[src/tsbr_map.vh]
// constants for the transmit serial byte request port
`ifndef TSBR_MAP_VH
`define TSBR_MAP_VH
`define TSBR_BYTE_W        8
`define TSBR_FIFO_DEPTH    8
`define TSBR_FIFO_AW       3
`define TSBR_SCLK_DIV      2
`define TSBR_SCLK_DIV_W    2
`define TSBR_BIT_CNT_W     3
`define TSBR_MSB_POS       3'h7
`define TSBR_LAST_POS      3'h0
`define TSBR_REQ_DROP_POS  3'h1
`endif

[src/tsbr_fifo.v]
// small flip-flop fifo with valid/ready on both sides
`timescale 1ns/1ps
module tsbr_fifo #(
    parameter WIDTH = 8,
    parameter DEPTH = 8,
    parameter AW    = 3
) (
    input  wire             core_clk_i,
    input  wire             rst_i,
    input  wire [WIDTH-1:0] in_data_i,
    input  wire             in_valid_i,
    output wire             in_ready_o,
    output wire [WIDTH-1:0] out_data_o,
    output wire             out_valid_o,
    input  wire             out_ready_i,
    output wire [AW:0]      count_o
);
    reg [WIDTH-1:0] mem_reg [0:DEPTH-1];
    reg [AW-1:0]    wr_ptr_reg;
    reg [AW-1:0]    rd_ptr_reg;
    reg [AW:0]      cnt_reg;
    wire            push;
    wire            pop;

    assign in_ready_o  = (cnt_reg != DEPTH[AW:0]);
    assign out_valid_o = (cnt_reg != {(AW+1){1'b0}});
    assign out_data_o  = mem_reg[rd_ptr_reg];
    assign count_o     = cnt_reg;
    assign push        = in_valid_i & in_ready_o;
    assign pop         = out_valid_o & out_ready_i;

    // storage written by index, no reset needed on data
    always @(posedge core_clk_i)
    begin
        if (push)
        begin
            mem_reg[wr_ptr_reg] <= in_data_i;
        end
    end

    // pointers and fill level
    always @(posedge core_clk_i)
    begin
        if (rst_i)
        begin
            wr_ptr_reg <= {AW{1'b0}};
            rd_ptr_reg <= {AW{1'b0}};
            cnt_reg    <= {(AW+1){1'b0}};
        end
        else
        begin
            if (push)
            begin
                wr_ptr_reg <= wr_ptr_reg + {{(AW-1){1'b0}}, 1'b1};
            end
            if (pop)
            begin
                rd_ptr_reg <= rd_ptr_reg + {{(AW-1){1'b0}}, 1'b1};
            end
            if (push && !pop)
            begin
                cnt_reg <= cnt_reg + {{AW{1'b0}}, 1'b1};
            end
            else if (pop && !push)
            begin
                cnt_reg <= cnt_reg - {{AW{1'b0}}, 1'b1};
            end
        end
    end
endmodule

[src/tsbr_port.v]
// transmit serial byte request port: clock, request, frame out; bytes into fifo
`timescale 1ns/1ps
`include "tsbr_map.vh"
module tsbr_port (
    input  wire       core_clk_i,
    input  wire       rst_i,
    input  wire       frame_start_i,
    input  wire       enable_i,
    input  wire       transmit_byte_marker_i,
    input  wire       transmit_serial_line_i,
    output reg        serial_clk_o,
    output reg        transmit_byte_request_o,
    output reg        frame_strobe_o,
    output wire [7:0] enc_data_o,
    output wire       enc_valid_o,
    input  wire       enc_ready_i,
    output reg        overrun_o
);
    localparam ST_IDLE = 1'b0;
    localparam ST_SHIFT = 1'b1;

    reg [`TSBR_SCLK_DIV_W-1:0] div_reg;
    reg                        state_reg;
    reg                        state_next;
    reg [`TSBR_BIT_CNT_W-1:0]  bit_reg;
    reg [`TSBR_BIT_CNT_W-1:0]  bit_next;
    reg [`TSBR_BYTE_W-1:0]     shift_reg;
    reg [`TSBR_BYTE_W-1:0]     shift_next;
    reg                        push_reg;
    reg [`TSBR_BYTE_W-1:0]     push_data_reg;
    reg                        frame_pend_reg;
    reg                        mark_s1_reg;
    reg                        mark_s2_reg;
    reg                        data_s1_reg;
    reg                        data_s2_reg;
    wire                       fifo_ready;
    wire [`TSBR_FIFO_AW:0]     fifo_count;
    wire                       rise;
    wire                       fall;
    wire                       room;

    // request needs room beyond the stored bytes and one slot for a byte in flight or a waiting push, counted once
    function has_room;
        input [`TSBR_FIFO_AW:0] cnt;
        input                   busy;
        begin
            has_room = ({1'b0, cnt} + {4'h0, busy} + 5'h01) < 5'h08 + 5'h01;
        end
    endfunction

    assign room = has_room(fifo_count, state_reg | push_reg) & enable_i;

    // serial clock divided from the core clock; edges known one cycle ahead
    assign rise = (div_reg == 2'h1) & ~serial_clk_o;
    assign fall = (div_reg == 2'h1) & serial_clk_o;
    always @(posedge core_clk_i)
    begin
        if (rst_i)
        begin
            div_reg      <= 2'h0;
            serial_clk_o <= 1'b0;
        end
        else
        begin
            div_reg <= (div_reg == 2'h1) ? 2'h0 : div_reg + 2'h1;
            if (div_reg == 2'h1)
            begin
                serial_clk_o <= ~serial_clk_o;
            end
        end
    end

    // link inputs pass two flops; framer edges settle well before our rising edge
    always @(posedge core_clk_i)
    begin
        if (rst_i)
        begin
            mark_s1_reg <= 1'b0;
            mark_s2_reg <= 1'b0;
            data_s1_reg <= 1'b0;
            data_s2_reg <= 1'b0;
        end
        else
        begin
            mark_s1_reg <= transmit_byte_marker_i;
            mark_s2_reg <= mark_s1_reg;
            data_s1_reg <= transmit_serial_line_i;
            data_s2_reg <= data_s1_reg;
        end
    end

    // capture sequencer, advances only on rising serial edges
    always @*
    begin
        state_next = state_reg;
        bit_next   = bit_reg;
        shift_next = shift_reg;
        case (state_reg)
            ST_IDLE:
            begin
                if (rise && mark_s2_reg)
                begin
                    shift_next = {shift_reg[6:0], data_s2_reg};
                    bit_next   = `TSBR_MSB_POS - 3'h1;
                    state_next = ST_SHIFT;
                end
            end
            ST_SHIFT:
            begin
                if (rise)
                begin
                    shift_next = {shift_reg[6:0], data_s2_reg};
                    bit_next   = bit_reg - 3'h1;
                    if (bit_reg == `TSBR_LAST_POS)
                    begin
                        state_next = ST_IDLE;
                    end
                end
            end
            default:
            begin
                state_next = ST_IDLE;
            end
        endcase
    end

    // sequencer registers and hand-off to the buffer
    always @(posedge core_clk_i)
    begin
        if (rst_i)
        begin
            state_reg     <= ST_IDLE;
            bit_reg       <= 3'h0;
            shift_reg     <= 8'h00;
            push_reg      <= 1'b0;
            push_data_reg <= 8'h00;
            overrun_o     <= 1'b0;
        end
        else
        begin
            state_reg <= state_next;
            bit_reg   <= bit_next;
            shift_reg <= shift_next;
            if (state_reg == ST_SHIFT && rise && bit_reg == `TSBR_LAST_POS)
            begin
                push_reg      <= 1'b1;
                push_data_reg <= shift_next;
                overrun_o     <= push_reg & ~fifo_ready;
            end
            else if (push_reg && fifo_ready)
            begin
                push_reg <= 1'b0;
            end
        end
    end

    // request changes only on falling edges; in a byte it is re-decided after bit 1
    always @(posedge core_clk_i)
    begin
        if (rst_i)
        begin
            transmit_byte_request_o <= 1'b0;
        end
        else if (fall)
        begin
            if (state_reg == ST_IDLE)
            begin
                transmit_byte_request_o <= room;
            end
            else if (bit_reg == `TSBR_REQ_DROP_POS - 3'h1)
            begin
                transmit_byte_request_o <= room;
            end
            else if (bit_reg == `TSBR_MSB_POS - 3'h1)
            begin
                transmit_byte_request_o <= 1'b0;
            end
        end
    end

    // frame strobe: one serial clock wide, launched on a rising edge
    always @(posedge core_clk_i)
    begin
        if (rst_i)
        begin
            frame_pend_reg <= 1'b0;
            frame_strobe_o <= 1'b0;
        end
        else
        begin
            // rise wins: a start that lands on a rise is taken at once, so the strobe is not stretched
            if (rise)
            begin
                frame_pend_reg <= 1'b0;
            end
            else if (frame_start_i)
            begin
                frame_pend_reg <= 1'b1;
            end
            if (rise)
            begin
                frame_strobe_o <= frame_pend_reg | frame_start_i;
            end
        end
    end

    tsbr_fifo #(
        .WIDTH (`TSBR_BYTE_W),
        .DEPTH (`TSBR_FIFO_DEPTH),
        .AW    (`TSBR_FIFO_AW)
    ) u_fifo (
        .core_clk_i  (core_clk_i),
        .rst_i       (rst_i),
        .in_data_i   (push_data_reg),
        .in_valid_i  (push_reg),
        .in_ready_o  (fifo_ready),
        .out_data_o  (enc_data_o),
        .out_valid_o (enc_valid_o),
        .out_ready_i (enc_ready_i),
        .count_o     (fifo_count)
    );
endmodule

[config.mk]
export PLATFORM = sky130hd
export DESIGN_NAME = tsbr_port
export DESIGN_NICKNAME = d
export VERILOG_FILES = /design/src/tsbr_fifo.v /design/src/tsbr_port.v
export VERILOG_INCLUDE_DIRS = /design/src
export SDC_FILE = /design/constraint.sdc
export NUM_CORES = 1
export LEC_CHECK = 0
export BUFFER_PORTS_ARGS = -buffer_cell sky130_fd_sc_hd__clkbuf_2
export CAP_MARGIN = 10
export CORE_UTILIZATION = 50
export CTS_CLUSTER_DIAMETER = 60
export DETAILED_ROUTE_END_ITERATION = 16
export PLACE_DENSITY = 0.67
export SLEW_MARGIN = 25
export SYNTH_ARGS = -nofsm -noshare
export SYNTH_HDL_FRONTEND = slang
export SYNTH_SLANG_ARGS = --single-unit
[constraint.sdc]
create_clock -name core_clk_i -period 3.14 [get_ports core_clk_i]
set_input_delay 0.314 -clock core_clk_i [delete_from_list [all_inputs] [get_ports core_clk_i]]
set_output_delay 0.314 -clock core_clk_i [all_outputs]
set_load 0.02 [all_outputs]
==> summary.txt, run 1 <==
Clocking
  • Clock root buffer: clkbuf_8
  • CTS Buffer Depth: 2
  • Setup Fix Bufs, Post-CTS: 0
  • Post-CTS Resized: 0
  • Hold bufs inserted after CTS: 0
  • Clock sinks: 109
  • CTS tree: done
  • CTS H-tree lvls: 3
  • CTS buffer count: 9
  • Insertion delay to the later sink of the worst-skew pair: approximately 370 ps
  • Worst-path clk slew: 110 ps

Power and ir drop
  • Sw Ratio: 27.95%
  • Leak: 1.678 nW
  • Power per Cell Area: between 600 and 700 nW/um2
  • Tot Pwr: 3.132 mW
  • Pint: roughly 2.3 mW
  • Switching power: between 0.8 and 0.9 mW
  • IR drop worst, VDD: roughly 0.31 mV
  • Reg power frac: around 52%
  • Clock share of power: roughly 28%
  • Gate power share: roughly a fifth

Critical path
  • Crit end category: flip-flop
  • Last element of the critical path: u_fifo.count_o[3]
  • CP Launch Point: u_fifo.count_o[3]
  • Worst R2R Setup Slack: about 320 ps
  • Setup crit start kind: flip-flop
  • CP Max Fanout: 9
  • Setup CP Type: flip-flop to flip-flop
  • R2r endpoint: u_fifo.count_o[3]
  • FF-to-FF Start: u_fifo.count_o[3]
  • Crit path arrival time: 3100 ps
  • Required time worst endpoint: approximately 3400 ps
  • Worst reg2reg path depth: 10

Timing
  • Slew Limit Fails: 0
  • Crit share post-route: ~90%
  • Slew HR: between 40% and 50%
  • Peak Freq: between 0.3 and 0.4 GHz
  • # setup viols final: 0
  • Hold Fails Final Rpt: 0
  • Post-layout minimum cycle time: 2824 ps
  • Setup Total Neg Slack: 0 ps
  • Least-Margin Pin Slew: ~790 ps
  • Hold Slack: 149.4 ps
  • Fin Clk Skew: approximately 12 ps
  • RSZ-0062 raised after global routing: no

Final layout
  • Ant diodes: 0
  • Share of cells above drive strength 1: between 15 and 20%
  • Final nets: between 300 and 400
  • Most frequent cells in the layout: edfxtp_1, dfxtp_1, nor2_1
  • Final Core Density: between 50% and 60%
  • Layout area overhead: 8.996%
  • Max reg flops: 64
  • Final-layout fill cell count: slightly below 700
  • Commonest non-fill, non-tap cell in the layout: edfxtp_1

Drt
  • DRC errors left: 0
  • TritonRoute pass-1 iters: 4
  • Post-DRT Antenna Nets: 0
  • Detailed Route WL: 6952 um
  • Vias: around 2.3k
  • Vias per cell: between 5 and 6
  • Iter 0 DRT Violations: 93
  • Routed length per instance: 16.13 um

Global routing
  • Gr ovfl total: 0
  • Gr usage total: between 10% and 20%
  • Largest net degree at the start of global routing: 25
  • Vias in the first global route: ~2.3k
  • Initial antenna violation count: 0
  • First-pass GRT wire length: roughly 11000 um

Synthesis
  • Top cells by area, synth: edfxtp_1, dfxtp_1, mux4_1, nor2_1, ha_1
  • Number of synthesized flops with an enable pin: 64
  • Post-synth top area share: a little over two fifths
  • Ys flop type: edfxtp_1
  • Yosys cell types: 41
  • Syn_area_per_cell: ~15 um2
  • Post-synthesis register bit count: approximately 110
  • Sequential area share after synthesis: a little under two thirds
  • Yosys Warn Count: 0
  • Synth area leader: edfxtp_1
  • Synthesized netlist cell count: just under 300
  • Syn Nets: between 300 and 400
  • Synthesized cell area: ~4400 um2
  • Share of synthesized flip-flops with an asynchronous set or reset: 0%

Place
  • Port buffer count: 19
  • Dpl hpwl: 4485 um
  • Final GP Congestion: 0.7042

Floorplan
  • Die Area: approximately 9200 um2
  • Die height: ~96 um
  • Core box area: approximately 8400 um2
  • Die width: just under 100 um
  • Top Ports: 20
  • Rows: 33
  • Starting Density: 52.77%

Status
  • Outcome: complete, no violations

Job
  • Max Cap Viol: 0

Min path
  • Hold Crit Class: input port to flip-flop
[stage by stage]
step                      instance area (um2)  worst slack (ps)  cells
after floorplan                          4423             581.1    297
after global placement                   4607             455.3    415
after detailed placement                 4607             336.9    415
after CTS                                4821             318.0    431
after global routing                     4821             92.87    431
final                                    4821             315.5    431
[routing by layer]
| layer | vias to the layer above | wire length (um) | part of all wire [%] | global-route usage (%) |
|---|---|---|---|---|
| met5 | - | 0 | 0 | 0 |
| met4 | 0 | 141 | 2.0 | 8.209 |
| met3 | 11 | 158 | 2.3 | 2.607 |
| met2 | 26 | 3481 | 50 | 29.96 |
| met1 | 1117 | 3171 | 46 | 19.87 |
| li1 | 1166 | - | - | - |
[critical path: stages (launching register included)]
cell	delay, ps
dfxtp_1	480
or4b_1	480
nand2_1	200
inv_2	90
ha_1	200
inv_1	130
ha_1	290
a21oi_1	200
a211oi_1	100
a31oi_1	200
mux2_2	360
[cell type report]
cell class	instances	area [um2]	share of cell area (%)
Clock buffer	9	123.9	2.569
Clock inverter	7	90.09	1.869
Inverter	8	30.03	0.6229
Multi-Input combinational cell	164	1453	30.13
Sequential cell	109	2823	58.55
Tap cell	105	131.4	2.725
Timing Repair Buffer	29	170.2	3.530
[power by group through the flow]
stage / sequential [mW] / combinational (mW) / clock [mW]
final: 1.63 / 0.618 / 0.883
after global routing: 1.65 / 0.689 / 0.958
after CTS: 1.63 / 0.628 / 0.909
after detailed placement: 1.67 / 0.627 / 0
after global placement: 1.66 / 0.614 / 0
after floorplan: 1.64 / 0.563 / 0
[synthesized netlist by cell type (7+ instances only)]
library cell	number
a211oi_1	7
a21oi_1	7
dfxtp_1	45
edfxtp_1	64
ha_1	11
inv_1	7
mux2_2	10
mux2i_1	9
mux4_1	16
nand2_1	9
nor2_1	39
nor3_1	9
[kinds of logic after synthesis]
group	count (synthesis)	share of synthesized area, %
adders and majority gates	12	3.564
DFF	109	63.82
AOI/OAI and AO/OA	29	4.922
and+or+nand+nor	81	8.882
xor gates and xnor gates	7	1.386
muxes	35	14.09
buffers and inverters	24	3.338
[how the worst min path moves through the flow]
| stage | start | to | slack (ps) | cells after the start |
|---|---|---|---|---|
| detailed placement | div_reg[0] | div_reg[0] | 420 | 1 |
| CTS | transmit_serial_line_i | data_s1_reg | 140 | 2 |
| global route | transmit_byte_marker_i | mark_s1_reg | 170 | 2 |
| global placement | div_reg[0] | div_reg[0] | 410 | 1 |
| floorplan | div_reg[0] | div_reg[0] | 400 | 1 |
| finish | transmit_serial_line_i | data_s1_reg | 150 | 2 |
No activity file was read; power rests on OpenSTA's default activity.
==> run 2: changes to the inputs <==
- RECOVER_POWER: default -> 25
==> run 2 against run 1 <==
Compared with the run above:
- non-clock buffer count unchanged
- fmax unchanged
- utilization about the same
- critical endpoint unchanged
==> summary.txt, run 2 (same netlist as run 1, synthesis figures left out) <==
Drt
  • Routed length per instance: 16.13 um (about the same)
  • DRC errors left: 0 (unchanged)
  • Vias per cell: 5.378 (about the same)
  • Post-DRT Antenna Nets: 0 (unchanged)
  • Iter 0 DRT Violations: 93 (unchanged)
  • Detailed Route WL: 6951 um (about the same)
  • Vias: 2318 (-0.086%)
  • TritonRoute pass-1 iters: 4 (unchanged)

Critical path
  • Worst R2R Setup Slack: 320 ps (about the same)
  • Last element of the critical path: u_fifo.count_o[3]
  • Crit path arrival time: 3100 ps (about the same)
  • Most Frequent Cell on Critical Path: ha_1
  • Worst Path Buf+Inv: 2 (unchanged)
  • Required time worst endpoint: 3410 ps (about the same)
  • Crit end category: flip-flop
  • Worst reg2reg path depth: 10 (unchanged)
  • Crit-path cells: or4b_1 -> nand2_1 -> inv_2 -> ha_1 -> inv_1 -> ha_1 -> a21oi_1 -> a211oi_1 -> a31oi_1 -> mux2_2
  • Setup CP Type: flip-flop to flip-flop
  • CP Launch Point: u_fifo.count_o[3]
  • FF-to-FF Start: u_fifo.count_o[3]
  • Setup crit start kind: flip-flop
  • Max incr delay on CP: 480 ps (about the same)
  • CP Max Fanout: 9 (unchanged)
  • R2r endpoint: u_fifo.count_o[3]
  • Critical path depth: 10 (unchanged)
  • CP max-delay cell: dfxtp_1
  • Top Family by Delay on Critical Path: simple AND/OR/NAND/NOR gates

Global routing
  • Vias in the first global route: 2262 (unchanged)
  • Gr usage total: 16.88% (unchanged)
  • First-pass GRT wire length: 11120 um (unchanged)
  • Largest net degree at the start of global routing: 25 (unchanged)
  • Gr ovfl total: 0 (unchanged)
  • Initial antenna violation count: 0 (unchanged)

Clocking
  • Setup Fix Bufs, Post-CTS: 0 (unchanged)
  • CTS buffer count: 9 (unchanged)
  • Worst-path clk slew: 110 ps (about the same)
  • CTS H-tree lvls: 3 (unchanged)
  • Hold bufs inserted after CTS: 0 (unchanged)
  • Insertion delay to the later sink of the worst-skew pair: 370 ps (about the same)
  • Post-CTS Resized: 0 (unchanged)
  • CTS tree: done
  • Clock root buffer: clkbuf_8
  • Clock sinks: 109 (unchanged)
  • CTS Buffer Depth: 2 (unchanged)

Floorplan
  • Core box area: 8382 um2 (unchanged)
  • Die Area: 9227 um2 (unchanged)
  • Rows: 33 (unchanged)
  • Top Ports: 20 (unchanged)
  • Starting Density: 52.77% (unchanged)
  • Die width: 96.06 um (unchanged)
  • Die height: 96.06 um (unchanged)

Status
  • Outcome: complete, no violations

Place
  • Dpl hpwl: 4485 um (unchanged)
  • Port buffer count: 19 (unchanged)
  • Post-place setup slack: 336.9 ps (unchanged)
  • Final GP Congestion: 0.7042 (unchanged)
  • # placed instances: 415 (unchanged)
  • Placed Area: 4607 um2 (unchanged)

Final layout
  • Post-Layout Cell Count: 431 (unchanged)
  • Final Core Density: 57.50% (about the same)
  • Final-layout fill cell count: 677 (+0.15%)
  • Commonest non-fill, non-tap cell in the layout: edfxtp_1
  • Share of cells above drive strength 1: 19.63% (-0.31 points)
  • Design area: 4820 um2 (about the same)
  • Reg area: 2823 um2 (unchanged)
  • Layout area overhead: 8.967% (about the same)
  • Most frequent cells in the layout: edfxtp_1, dfxtp_1, nor2_1
  • Max reg flops: 64 (unchanged)
  • Final nets: 340 (unchanged)
  • Multi-input logic area: 1453 um2 (unchanged)
  • Ant diodes: 0 (unchanged)

Min path
  • Hold Crit Class: input port to flip-flop
  • WHS Path Cells: 2 (unchanged)

Timing
  • Fin worst setup slack: 315.5 ps (unchanged)
  • Post-layout minimum cycle time: 2824 ps (unchanged)
  • Crit share post-route: 89.95% (unchanged)
  • Hold Fails Final Rpt: 0 (unchanged)
  • Slew HR: 36.67% (-10 points)
  • Hold Slack: 149.4 ps (+0.003000 ps)
  • Peak Freq: 0.3540 GHz (unchanged)
  • Setup Total Neg Slack: 0 ps (unchanged)
  • RSZ-0062 raised after global routing: no
  • # setup viols final: 0 (unchanged)
  • Fin Clk Skew: 12.10 ps (unchanged)
  • Least-Margin Pin Slew: 950.0 ps (+156.8 ps)
  • Slew Limit Fails: 0 (unchanged)

Power and ir drop
  • Power per Cell Area: 649.9 nW/um2 (about the same)
  • Leak: 1.675 nW (-0.18%)
  • IR drop worst, VDD: 0.3093 mV (about the same)
  • Tot Pwr: 3.132 mW (about the same)

Job
  • Max Cap Viol: 0 (unchanged)
## run 2: changes by cell type in the layout (fill, tap and decap cells not counted)
cell | before | now
clkbuf_1 | 0 | 1
clkbuf_2 | 19 | 18
## run 2: where the power goes
part | switching (mW) | internal, mW
logic | 0.303 | 0.315
clock network | 0.494 | 0.390
registers | 0.0788 | 1.55
## run 2: cell type report
cell class | count | share of cell area, %
Timing Repair Buffer | 29 | 3.505
Tap cell | 105 | 2.726
Clock inverter | 7 | 1.869
Inverter | 8 | 0.6231
Sequential cell | 109 | 58.57
Multi-Input combinational cell | 164 | 30.14
Clock buffer | 9 | 2.570
## run 2: worst reg2reg max path, cell delays in order (launching register included)
cell	delay, ps
dfxtp_1	480
or4b_1	480
nand2_1	200
inv_2	90
ha_1	200
inv_1	130
ha_1	290
a21oi_1	200
a211oi_1	100
a31oi_1	200
mux2_2	360
## run 2: routing by layer
metal	up-vias	wire length (um)	GRT usage (%)
met5	-	0	0
met4	0	141	8.209
met3	11	158	2.607
met2	26	3479	29.96
met1	1115	3172	19.87
li1	1166	-	-
## run 2: worst min-delay path by stage
stage	end	start
floorplan	div_reg[0]	div_reg[0]
global placement	div_reg[0]	div_reg[0]
detailed placement	div_reg[0]	div_reg[0]
CTS	data_s1_reg	transmit_serial_line_i
global route	mark_s1_reg	transmit_byte_marker_i
finish	data_s1_reg	transmit_serial_line_i
==> run 3: changes to the inputs <==
- CORE_ASPECT_RATIO: default -> 0.5
==> run 3 against run 2 <==
Compared with the run above:
- via count rose by 0.17%
- clock skew decreased by 6.8 ps
- first-iteration DRC count up 100%
- critical path type unchanged
- critical endpoint unchanged
- sequential power about the same
- die area rose by 0.24%
- wire length increased by 5.7%
- combinational power grew 4.9%
- register-to-register slack got worse by 30 ps
- clock power is 25% higher
- worst setup slack worse by 34 ps
- fmax decreased by 1.2%
==> summary.txt, run 3 (same netlist as run 1, synthesis figures left out) <==
Clocking
  • CTS Buffer Depth: 2 (unchanged)
  • Hold bufs inserted after CTS: 0 (unchanged)
  • Setup Fix Bufs, Post-CTS: 0 (unchanged)
  • CTS buffer count: 9 (unchanged)
  • CTS tree: done
  • Post-CTS Resized: 0 (unchanged)
  • Clock root buffer: clkbuf_16
  • Clock sinks: 109 (unchanged)
  • Worst-path clk slew: 60 ps (-50 ps)
  • CTS H-tree lvls: 3 (unchanged)
  • Insertion delay to the later sink of the worst-skew pair: 340 ps (-30 ps)

Global routing
  • Vias in the first global route: 2332 (+3.1%)
  • Initial antenna violation count: 0 (unchanged)
  • M1 GR Usage: 22.62% (+2.7 points)
  • Gr ovfl total: 0 (unchanged)
  • GRT busiest layer: met2
  • First-pass GRT wire length: 11830 um (+6.3%)
  • Met3 global-route usage: 5.263% (+2.7 points)
  • Gr usage total: 17.83% (+0.95 points)
  • Met2 usage: 30.28% (+0.32 points)
  • Largest net degree at the start of global routing: 26 (+4.0%)

Floorplan
  • Top Ports: 20 (unchanged)
  • Starting Density: 53.37% (+0.60 points)
  • Die height: 68.51 um (-29%)
  • Die width: 135.0 um (+41%)
  • Rows: 23 (-30%)
  • Core box area: 8288 um2 (-1.1%)
  • Die Area: 9249 um2 (+0.24%)

Drt
  • DRC errors left: 0 (unchanged)
  • Routed length per instance: 16.82 um (+4.3%)
  • Detailed Route WL: 7349 um (+5.7%)
  • TritonRoute pass-1 iters: 4 (unchanged)
  • Iter 0 DRT Violations: 186 (+100%)
  • Vias: 2322 (+0.17%)
  • Post-DRT Antenna Nets: 0 (unchanged)
  • Vias per cell: 5.314 (-1.2%)

Critical path
  • Crit-path cells: or4b_1 -> nand2_1 -> inv_2 -> ha_1 -> inv_1 -> ha_1 -> a21oi_1 -> a211oi_1 -> a31oi_1 -> mux2_2
  • Worst R2R Setup Slack: 280 ps (-30 ps)
  • Crit end category: flip-flop
  • Crit path arrival time: 3080 ps (-20 ps)
  • CP Max Fanout: 9 (unchanged)
  • Most Frequent Cell on Critical Path: ha_1
  • CP max-delay cell: dfxtp_1
  • Setup CP Type: flip-flop to flip-flop
  • Required time worst endpoint: 3360 ps (-50 ps)
  • Max incr delay on CP: 490 ps (about the same)
  • Setup crit start kind: flip-flop

Timing
  • Fin Clk Skew: 5.260 ps (-6.838 ps)
  • Crit share post-route: 91.03% (+1.1 points)
  • Slew Limit Fails: 0 (unchanged)
  • Post-layout minimum cycle time: 2858 ps (+33.96 ps)
  • Least-Margin Pin Slew: 849.1 ps (-100.8 ps)
  • Peak Freq: 0.3498 GHz (-1.2%)
  • # setup viols final: 0 (unchanged)
  • RSZ-0062 raised after global routing: no
  • Setup Total Neg Slack: 0 ps (unchanged)
  • Slew HR: 43.39% (+6.7 points)
  • Hold Fails Final Rpt: 0 (unchanged)

Final layout
  • Ant diodes: 0 (unchanged)
  • Share of cells above drive strength 1: 18.77% (-0.86 points)
  • Reg area: 2823 um2 (unchanged)
  • Final nets: 340 (unchanged)
  • Commonest non-fill, non-tap cell in the layout: edfxtp_1
  • Layout area overhead: 10.86%
  • Post-Layout Cell Count: 437 (+1.4%)
  • Max reg flops: 64 (unchanged)
  • Most frequent cells in the layout: edfxtp_1, dfxtp_1, nor2_1
  • Multi-input logic area: 1453 um2 (unchanged)
  • Final-layout fill cell count: 630 (-6.9%)

Power and ir drop
  • IR drop worst, VDD: 0.3277 mV (+5.9%)
  • Leak: 1.707 nW (+1.9%)
  • Power per Cell Area: 688.8 nW/um2 (+6.0%)

Place
  • Dpl hpwl: 4699 um (+4.8%)
  • Final GP Congestion: 0.8213 (+17%)
  • Port buffer count: 19 (unchanged)
  • # placed instances: 422 (+1.7%)

Min path
  • Hold Crit Class: input port to flip-flop

Job
  • Max Cap Viol: 0 (unchanged)

Status
  • Outcome: complete, no violations
run 3: changes by cell type in the layout (fill, tap and decap cells not counted):
cell / delta
clkbuf_16: +9
clkbuf_1: +1
clkbuf_8: -9
inv_6: +2
clkinv_1: +1
clkinv_4: -2
inv_8: -3
run 3: layout make-up:
| class | count | share of cell area [%] |
|---|---|---|
| Clock buffer | 10 | 4.670 |
| Tap cell | 112 | 2.858 |
| Clock inverter | 5 | 1.225 |
| Sequential cell | 109 | 57.57 |
| Inverter | 8 | 0.6124 |
| Timing Repair Buffer | 29 | 3.445 |
| Multi-Input combinational cell | 164 | 29.62 |
run 3: path summary, 6_finish.rpt:
kind | from | to | cells after the start
min reg2reg | div_reg[0] | div_reg[0] | 1
max | u_fifo.count_o[3] | u_fifo.count_o[3] | 10
min | transmit_serial_line_i | data_s1_reg | 2
max reg2reg | u_fifo.count_o[3] | u_fifo.count_o[3] | 10
run 3: power by group:
| part | internal, mW | leakage (nW) | switching (mW) |
|---|---|---|---|
| registers | 1.55 | 0.958 | 0.0801 |
| logic | 0.318 | 0.608 | 0.331 |
| clock network | 0.619 | 0.141 | 0.477 |
| total | 2.49 | 1.71 | 0.887 |
run 3: per-layer routing:
metal	vias up	routed length, um
met5	-	0
met4	0	30
li1	1160	-
met2	53	3567
met3	4	323
met1	1105	3428
run 3: worst max-delay path, delay by kind of cell, from the launching register on:
family | cells | cell delay [ps]
AO/OA/AOI/OAI | 3 | 470
buffers and inverters | 2 | 230
AND/OR/NAND/NOR | 2 | 700
multiplexers | 1 | 350
adder cells (fa/ha/maj) | 2 | 510
flip-flops | 1 | 490
run 3: stage by stage:
stage / util [%] / setup slack (ps) / hold WS, ps / area (um2) / total power, mW
floorplan: - / 581.1 / 404.3 / 4423 / 2.199
global placement: 55.69 / 477.4 / 412.8 / 4616 / 2.276
detailed placement: 55.69 / 324.2 / 426.0 / 4616 / 2.311
CTS: 59.18 / 315.4 / 170.9 / 4905 / 3.411
global route: 59.16 / 138.3 / 193.2 / 4903 / 3.544
finish: 59.16 / 281.6 / 184.8 / 4903 / 3.377
